[src/hw/nipc_pkg.sv]
package nipc_pkg;
  localparam int NUM_SRC       = 8;
  localparam int PRIO_W        = 3;
  localparam int SW_W          = 32;
  localparam int SW_BLOCK_BIT  = 5;
  localparam int SW_EXC_BIT    = 6;
  localparam int SW_NMI_BIT    = 7;
  localparam logic [SW_W-1:0] SW_RESET = 32'h20;
  localparam int CTRL_PRIO_LSB = 0;
  localparam int CTRL_MASK_BIT = 6;
  localparam int CTRL_FLAG_BIT = 7;
  localparam logic [7:0] CTRL_RESET = 8'h47;
  localparam logic [PRIO_W-1:0] PRIO_LOWEST = 3'h7;
  localparam int SYNC_INT      = 2;
  localparam int SYNC_EXT      = 4;
  localparam int ACK_CYCLES    = 4;
  localparam int REG_CTRL_BASE = 'h000;
  localparam int REG_STWORD    = 'h040;
  localparam int REG_EPC       = 'h044;
  localparam int REG_EPSW      = 'h048;
  localparam int REG_STATUS    = 'h04c;
  localparam int REG_CMD       = 'h050;
  localparam int REG_EXTSEL    = 'h054;
  localparam int CMD_ENABLE    = 0;
  localparam int CMD_DISABLE   = 1;
  localparam int CMD_RETURN    = 2;
  localparam int CMD_TRAP      = 3;
  localparam int CMD_NMI       = 4;

  typedef struct packed {
    logic [31:0] addr;
    logic [31:0] wdata;
    logic [3:0]  wstrb;
  } nipc_wreq_t;
endpackage

[src/hw/nipc_arb.sv]
`timescale 1ns/100ps
`default_nettype none
module nipc_arb #(
  parameter int N = nipc_pkg::NUM_SRC
) (
  input  wire logic [N-1:0]                  req,
  input  wire logic [N*nipc_pkg::PRIO_W-1:0] prio,
  output logic                               found,
  output logic [$clog2(N)-1:0]               idx,
  output logic [nipc_pkg::PRIO_W-1:0]        bestPrio
);
  // Lowest number wins; ties go to the lowest source index.
  always_comb begin
    found    = 1'b0;
    idx      = '0;
    bestPrio = nipc_pkg::PRIO_LOWEST;
    for (int i = 0; i < N; i++) begin
      if (req[i] && (!found || prio[i*nipc_pkg::PRIO_W +: nipc_pkg::PRIO_W] < bestPrio)) begin
        found    = 1'b1;
        idx      = i[$clog2(N)-1:0];
        bestPrio = prio[i*nipc_pkg::PRIO_W +: nipc_pkg::PRIO_W];
      end
    end
  end
endmodule
`default_nettype wire

[src/hw/nipc_top.sv]
`timescale 1ns/100ps
`default_nettype none
module nipc_top #(
  parameter int N = nipc_pkg::NUM_SRC
) (
  input  wire logic                  core_clk,
  input  wire logic                  reset,
  input  wire logic [N-1:0]          srcReq,
  input  wire logic                  nmiReq,
  input  wire logic                  standby,
  input  wire logic                  extBusBusy,
  output logic                       ackPulse,
  output logic [$clog2(N)-1:0]       ackIdx,
  output logic                       fetchKill,
  output logic                       handlerFetch,
  output logic                       awready,
  output logic                       wready,
  output logic                       bvalid,
  output logic [1:0]                 bresp,
  output logic                       arready,
  output logic                       rvalid,
  output logic [31:0]                rdata,
  output logic [1:0]                 rresp,
  input  wire logic                  awvalid,
  input  wire logic [31:0]           awaddr,
  input  wire logic                  wvalid,
  input  wire logic [31:0]           wdata,
  input  wire logic [3:0]            wstrb,
  input  wire logic                  bready,
  input  wire logic                  arvalid,
  input  wire logic [31:0]           araddr,
  input  wire logic                  rready
);
  localparam int IW = $clog2(N);
  localparam int PW = nipc_pkg::PRIO_W;

  typedef enum logic [1:0] {ST_RUN, ST_ACK} nipc_phase_t;

  typedef struct packed {
    logic [N-1:0][7:0]  ctrl;
    logic [N-1:0]       extSel;
    logic [N-1:0][2:0]  dly;
    logic [N-1:0]       inSvc;
    logic [31:0]        statWord;
    logic [31:0]        epc;
    logic [31:0]        epsw;
    logic [31:0]        pc;
    logic               nmiSvc;
    logic               noSample;
    nipc_phase_t        phase;
    logic [2:0]         ackCnt;
    logic [IW-1:0]      ackSel;
    logic               awHeld;
    logic [31:0]        awAddr;
    logic               wHeld;
    logic [31:0]        wData;
    logic [3:0]         wStrb;
    logic               bv;
    logic               rv;
    logic [31:0]        rd;
    logic               ackP;
    logic               kill;
    logic               hFetch;
  } nipc_state_t;

  nipc_state_t s_r;
  nipc_state_t s_nxt;

  logic [N-1:0]    ready;
  logic [N*PW-1:0] prioFlat;
  logic            found;
  logic [IW-1:0]   winIdx;
  logic [PW-1:0]   winPrio;
  logic            svcFound;
  logic [IW-1:0]   svcIdx;
  logic [PW-1:0]   svcPrio;

  ////////////////////////////////////////////////////////////////////////////////
  // Request qualification and arbitration.
  genvar g;
  generate
    for (g = 0; g < N; g++) begin : gSrc
      // At or past the sync count, so a request blocked for a while is not lost.
      assign ready[g] = s_r.ctrl[g][nipc_pkg::CTRL_FLAG_BIT]
                        && !s_r.ctrl[g][nipc_pkg::CTRL_MASK_BIT]
                        && !s_r.inSvc[g]
                        && (s_r.dly[g] >= (s_r.extSel[g] ? 3'(nipc_pkg::SYNC_EXT)
                                                           : 3'(nipc_pkg::SYNC_INT)));
      assign prioFlat[g*PW +: PW] = s_r.ctrl[g][nipc_pkg::CTRL_PRIO_LSB +: PW];
    end
  endgenerate

  nipc_arb #(.N(N)) uReq (
    .req      (ready),
    .prio     (prioFlat),
    .found    (found),
    .idx      (winIdx),
    .bestPrio (winPrio)
  );

  nipc_arb #(.N(N)) uSvc (
    .req      (s_r.inSvc),
    .prio     (prioFlat),
    .found    (svcFound),
    .idx      (svcIdx),
    .bestPrio (svcPrio)
  );

  ////////////////////////////////////////////////////////////////////////////////
  // Next-state logic.
  always_comb begin
    logic        doW;
    logic        doR;
    logic [31:0] rsp;
    logic        take;
    int          k;
    s_nxt      = s_r;
    doW        = 1'b0;
    doR        = 1'b0;
    rsp        = 32'h0;
    take       = 1'b0;
    k          = 0;
    s_nxt.ackP = 1'b0;
    s_nxt.kill = 1'b0;
    s_nxt.hFetch = 1'b0;
    s_nxt.noSample = 1'b0;

    // Sync delay counters: count while a request is held, saturating at the external sync count.
    for (int i = 0; i < N; i++) begin
      if (!srcReq[i]) begin
        s_nxt.dly[i] = 3'h0;
      end else if (s_r.dly[i] != 3'(nipc_pkg::SYNC_EXT)) begin
        s_nxt.dly[i] = s_r.dly[i] + 3'h1;
      end
    end

    // Bus channels.
    if (awvalid && !s_r.awHeld) begin
      s_nxt.awHeld = 1'b1;
      s_nxt.awAddr = awaddr;
    end
    if (wvalid && !s_r.wHeld) begin
      s_nxt.wHeld = 1'b1;
      s_nxt.wData = wdata;
      s_nxt.wStrb = wstrb;
    end
    if (s_r.bv && bready) begin
      s_nxt.bv = 1'b0;
    end
    if (s_r.rv && rready) begin
      s_nxt.rv = 1'b0;
    end
    doW = s_r.awHeld && s_r.wHeld && !s_r.bv;
    doR = arvalid && !s_r.rv;

    if (doR) begin
      if (araddr[11:0] < 12'(nipc_pkg::REG_CTRL_BASE + 4 * N)) begin
        rsp = {24'h0, s_r.ctrl[araddr[IW+1:2]]};
      end else begin
        case (araddr[11:0])
          12'(nipc_pkg::REG_STWORD): rsp = s_r.statWord;
          12'(nipc_pkg::REG_EPC):    rsp = s_r.epc;
          12'(nipc_pkg::REG_EPSW):   rsp = s_r.epsw;
          12'(nipc_pkg::REG_STATUS): rsp = {15'h0, s_r.nmiSvc, 8'(s_r.inSvc), 8'(s_r.ackSel)};
          12'(nipc_pkg::REG_EXTSEL): rsp = 32'(s_r.extSel);
          default:                   rsp = 32'h0;
        endcase
      end
      s_nxt.rv = 1'b1;
      s_nxt.rd = rsp;
    end

    if (doW) begin
      s_nxt.awHeld = 1'b0;
      s_nxt.wHeld  = 1'b0;
      s_nxt.bv     = 1'b1;
      if (s_r.awAddr[11:0] < 12'(nipc_pkg::REG_CTRL_BASE + 4 * N)) begin
        k = int'(s_r.awAddr[IW+1:2]);
        if (s_r.wStrb[0]) begin
          s_nxt.ctrl[k][6:0] = s_r.wData[6:0];
          // Writing 0 to the request flag clears it unless a new request lands now.
          if (!s_r.wData[nipc_pkg::CTRL_FLAG_BIT]) begin
            s_nxt.ctrl[k][nipc_pkg::CTRL_FLAG_BIT] = 1'b0;
          end
        end
        s_nxt.noSample = 1'b1;
      end else begin
        case (s_r.awAddr[11:0])
          12'(nipc_pkg::REG_STWORD): begin
            s_nxt.statWord = s_r.wData;
            s_nxt.noSample = 1'b1;
          end
          12'(nipc_pkg::REG_EPC):    s_nxt.epc = s_r.wData;
          12'(nipc_pkg::REG_EPSW):   s_nxt.epsw = s_r.wData;
          12'(nipc_pkg::REG_EXTSEL): s_nxt.extSel = s_r.wData[N-1:0];
          12'(nipc_pkg::REG_CMD): begin
            // Protection command stores land here too and also block sampling.
            s_nxt.noSample = 1'b1;
            if (s_r.wData[nipc_pkg::CMD_ENABLE]) begin
              s_nxt.statWord[nipc_pkg::SW_BLOCK_BIT] = 1'b0;
            end
            if (s_r.wData[nipc_pkg::CMD_DISABLE]) begin
              s_nxt.statWord[nipc_pkg::SW_BLOCK_BIT] = 1'b1;
            end
            if (s_r.wData[nipc_pkg::CMD_TRAP]) begin
              s_nxt.epc = s_r.pc;
              s_nxt.epsw = s_r.statWord;
              s_nxt.statWord[nipc_pkg::SW_EXC_BIT] = 1'b1;
              s_nxt.statWord[nipc_pkg::SW_BLOCK_BIT] = 1'b1;
            end
            if (s_r.wData[nipc_pkg::CMD_NMI] || nmiReq) begin
              s_nxt.nmiSvc = 1'b1;
            end
            if (s_r.wData[nipc_pkg::CMD_RETURN]) begin
              if (s_r.nmiSvc) begin
                s_nxt.nmiSvc = 1'b0;
              end else if (svcFound) begin
                s_nxt.inSvc[svcIdx] = 1'b0;
              end
              // Acknowledge saved pc and status, so a maskable return reloads them as well,
              // or the block flag would stay set and pending requests would starve.
              if (s_r.statWord[nipc_pkg::SW_EXC_BIT] || (!s_r.nmiSvc && svcFound)) begin
                s_nxt.pc       = s_r.epc;
                s_nxt.statWord = s_r.epsw;
              end
            end
          end
          default: ;
        endcase
      end
    end

    if (nmiReq) begin
      s_nxt.nmiSvc = 1'b1;
    end

    for (int i = 0; i < N; i++) begin
      if (srcReq[i]) begin
        s_nxt.ctrl[i][nipc_pkg::CTRL_FLAG_BIT] = 1'b1;
      end
    end

    // Acknowledge decision; a non-sampling op shields the cycle after it.
    // Equal priority never preempts, so a same-level request waits for the return.
    take = found && (s_r.phase == ST_RUN)
           && !s_r.statWord[nipc_pkg::SW_BLOCK_BIT]
           && !s_r.nmiSvc
           && !s_r.noSample && !s_nxt.noSample
           && !standby && !extBusBusy
           && (!svcFound || winPrio < svcPrio);
    if (take) begin
      s_nxt.phase  = ST_ACK;
      s_nxt.ackCnt = 3'(nipc_pkg::ACK_CYCLES - 1);
      s_nxt.ackSel = winIdx;
      s_nxt.ackP   = 1'b1;
      s_nxt.kill   = 1'b1;
      s_nxt.inSvc[winIdx] = 1'b1;
      s_nxt.ctrl[winIdx][nipc_pkg::CTRL_FLAG_BIT] = srcReq[winIdx];
      s_nxt.epc  = s_r.pc;
      s_nxt.epsw = s_r.statWord;
      s_nxt.statWord[nipc_pkg::SW_BLOCK_BIT] = 1'b1;
    end else if (s_r.phase == ST_ACK) begin
      if (s_r.ackCnt == 3'h0) begin
        s_nxt.phase  = ST_RUN;
        s_nxt.hFetch = 1'b1;
      end else begin
        s_nxt.ackCnt = s_r.ackCnt - 3'h1;
      end
    end
  end

  ////////////////////////////////////////////////////////////////////////////////
  // State register; every source starts masked at level 7.
  always_ff @(posedge core_clk or posedge reset) begin
    if (reset) begin
      s_r       <= '0;
      s_r.ctrl  <= {N{nipc_pkg::CTRL_RESET}};
      s_r.statWord <= nipc_pkg::SW_RESET;
      s_r.phase <= ST_RUN;
    end else begin
      s_r <= s_nxt;
    end
  end

  // Write readies mirror the hold flops and arready the read response flop, so a held beat refuses the next one.
  assign ackPulse     = s_r.ackP;
  assign ackIdx       = s_r.ackSel;
  assign fetchKill    = s_r.kill;
  assign handlerFetch = s_r.hFetch;
  assign awready      = !s_r.awHeld;
  assign wready       = !s_r.wHeld;
  assign bvalid       = s_r.bv;
  assign bresp        = 2'h0;
  assign arready      = !s_r.rv;
  assign rvalid       = s_r.rv;
  assign rdata        = s_r.rd;
  assign rresp        = 2'h0;
endmodule
`default_nettype wire

[config.mk]
export PLATFORM = sky130hd
export DESIGN_NAME = nipc_top
export DESIGN_NICKNAME = d
export VERILOG_FILES = /design/src/hw/nipc_pkg.sv /design/src/hw/nipc_arb.sv /design/src/hw/nipc_top.sv
export SDC_FILE = /design/constraint.sdc
export NUM_CORES = 1
export LEC_CHECK = 0
export BUFFER_PORTS_ARGS = -buffer_cell sky130_fd_sc_hd__buf_2
export CAP_MARGIN = 40
export CORE_MARGIN = 1
export CORE_UTILIZATION = 40
export CTS_BUF_LIST = sky130_fd_sc_hd__clkbuf_2
export CTS_CLUSTER_DIAMETER = 80
export DETAILED_ROUTE_END_ITERATION = 16
export PLACE_DENSITY_LB_ADDON = 0.08
export SLEW_MARGIN = 10
export SYNTH_ARGS = -nofsm -noshare
export SYNTH_HDL_FRONTEND = slang
export SYNTH_SLANG_ARGS = --single-unit
[constraint.sdc]
create_clock -name core_clk -period 15.2 [get_ports core_clk]
set_clock_uncertainty 0.1 [all_clocks]
set_input_delay 0.76 -clock core_clk [delete_from_list [all_inputs] [get_ports core_clk]]
set_output_delay 0.76 -clock core_clk [all_outputs]
set_load 0.01 [all_outputs]
==> metrics.md <==
| Metric | Value |
|---|---|
| Endpoints failing hold | `0` |
| Actual slew at the worst max-slew pin | `919 ps` |
| Pins Over Slew Limit | `0` |
| Ports | `165` |
| Core Util, Final | `46.2%` |
| Post-CTS Setup Inserts | `0` |
| CP max-delay cell | `a2111oi_4` |
| Vias in the first global route | `approximately 14000` |
| Total GRT Usage | `24.2%` |
| Yosys warns | `0` |
| HPWL Detailed | `36200 um` |
| DRC | `0` |
| Unrepaired setup endpoints after global routing | `false` |
| First-pass GRT wire length | `85900 um` |
| Run status | `completed` |
| Peak VDD IR | `about 85 uV` |
| Most frequent CP cell | `ha_1` |
| Via density | `5.60` |
| Die area | `0.0461 mm2` |
| Clock sink count | `324` |
| Mean post-synth cell area | `10.6 um2` |
| TritonRoute pass-1 iters | `5` |
| Gate Count Post-Synth | `1714` |
| Post-synthesis cell type count | `86` |
| Fin nets | `approximately 2100` |
| Cell Rows | `77` |
| R2R setup slack | `1240 ps` |
| Final ANT Viol Nets | `0` |
| CTS root buf | `clkbuf_2` |
| Critical Path AT | `14790 ps` |
| Synth top area cells | `dfrtp_1 40%, mux2_2 8.7%, dfstp_2 4.8%` |
| CP required | `16030 ps` |
| Synth top area share | `40.2%` |
| CP Class | `reg2reg` |
| Number of synthesized flops with an enable pin | `0` |
| Slew headroom | `38.6%` |
| Dominant synthesized flop cell | `dfrtp_1` |
| Fill cell count | `4275` |
| FFs w/ async S/R, synth | `100%` |
| Hold crit path type | `in2reg` |
| Area leader, netlist | `dfrtp_1` |
| Clock Tree Buf Depth | `3` |
| Post-route minimum period | `13960 ps` |
| Starting Density | `40.7%` |
| Hold_ws | `251 ps` |
| Share of cells above drive strength 1 | `a little under a third` |
| H-tree depth | `3` |
| IO Port Bufs | `117` |
| Sequential area share after synthesis | `45.0%` |
| Leakage | `0.00934 uW` |
| Total Wirelength | `about 55000 um` |
| Yosys reg bits | `324` |
| Commonest non-fill, non-tap cell in the layout | `dfrtp_1` |
| Non-Filler Instances | `about 2600` |
| GPL Wtd Cong | `between 0.9 and 1` |
| Design area | `between 0.02 and 0.025 mm2` |
| Max stage delay on crit path | `590 ps` |
| Pin count of the biggest net entering global routing | `between 100 and 150` |
| Power Dens Cells | `116 mW/mm2` |
| Post-place instance area | `0.0191 mm2` |
| Initial antenna violation count | `4` |
| Commonest non-fill, non-tap cells in the layout | `291 x dfrtp_1, 143 x clkbuf_2, 140 x mux2_2, 140 x a21oi_1, 121 x nand2_1` |
| Critical Path Sink Type | `flip-flop` |
| Vias | `approximately 14000` |
| Fmax | `0.0716 GHz` |
| Clock Latency Late Sink | `1070 ps` |
| Placed insts | `2327` |
| GRT overflow | `0` |
| Setup total negative slack | `0 ps` |
| Mapped Area | `around 0.018 mm2` |
| Number of DRC markers in iteration 0 | `836` |
| Die height | `215 um` |
| CTS Buf Count | `93` |
| Final Cycle Share | `91.8%` |
| Area Growth Syn to Fin | `13.4%` |
| CTS tree | `done` |
| CTS clk-pin slew, worst paths | `around 100 ps` |
| Core footprint | `between 0.04 and 0.05 mm2` |
| CP max FO | `37` |
| Max-cap violation count | `0` |
| Final setup viols | `0` |
| CP Launch Type | `flip-flop` |
| DR WL/cell | `around 21 um` |
| Die Span X | `215 um` |
[through the flow]
stage          setup slack, ps  power (uW)
2_1_floorplan             3810        1500
3_3_place_gp              1270        1700
3_5_place_dp              1120        1720
4_1_cts                   1010        2410
5_1_grt                    283        2540
6_report                  1240        2380
[metal layers]
| layer | up-vias | part of all wire, % | GRT usage, % |
|---|---|---|---|
| li1 | 6651 | - | - |
| met1 | 7148 | 47 | 34.1 |
| met2 | 417 | 45 | 37.2 |
| met3 | 97 | 5.8 | 4.54 |
| met4 | 0 | 2.5 | 8.21 |
| met5 | - | 0 | 0 |
[critical path: cells and delay by family (launching register included)]
kind	cells	cell delay, ps
adder cells (fa/ha/maj)	9	2650
AO/OA/AOI/OAI	28	7230
multiplexers	3	870
AND/OR/NAND/NOR	13	1670
buffers and inverters	7	870
flip-flops	1	400
[where the power goes]
group / internal [uW] / switching, uW / leakage [uW]
clock: 267 / 395 / 0.000660
sequential: 967 / 143 / 0.00388
combinational: 265 / 343 / 0.00480
[cell type report]
class	instances	area (um2)	area share (%)
well taps	592	741	3.61
repair buffers	208	1460	7.12
diodes	6	15.0	0.0731
multi-input cells	1178	9000	43.8
clock inverters	23	125	0.609
flip-flops and latches	324	8150	39.7
inverters	84	323	1.57
clock buffers	143	716	3.49
[cell usage after synthesis, types with 20 or more instances]
library cell	n
nand2_1	123
dfstp_2	33
a21oi_1	142
inv_1	83
o2bb2ai_2	55
mux2_2	140
o22ai_1	37
nand3_1	22
nor2_1	102
buf_4	41
ha_1	60
o21ai_0	95
nor2b_1	20
clkbuf_1	67
and3_1	66
dfrtp_1	291
mux2i_1	42
[worst paths after layout]
kind,to,cells past startpoint,from
worst min register to register,s_r[181],1,s_r[117]
max in group asynchronous,async pin,6,reset
worst min-delay path,rdata[4],5,arvalid
worst max-delay path,s_r[197],60,s_r[277]
worst max register to register,s_r[197],60,s_r[277]
min in group asynchronous,s_r[182],3,reset
[cell families after synthesis]
family / count (synthesis) / synth area share [%]
fa+ha+maj: 60 / 4.15
simple gates: 410 / 11.3
compound gates: 496 / 20.1
xor+xnor: 9 / 0.436
mux: 199 / 13.1
other cells: 1 / 0.0207
flops: 324 / 45.0
buf+inv: 215 / 5.81
[repair_timing]
action                                  CTS  global route
resized for setup                         0             1
endpoints found under the setup margin    0             2
endpoints found under the hold margin   169             0
hold buffers                             59             0
Power figures use the tool's default switching activity.
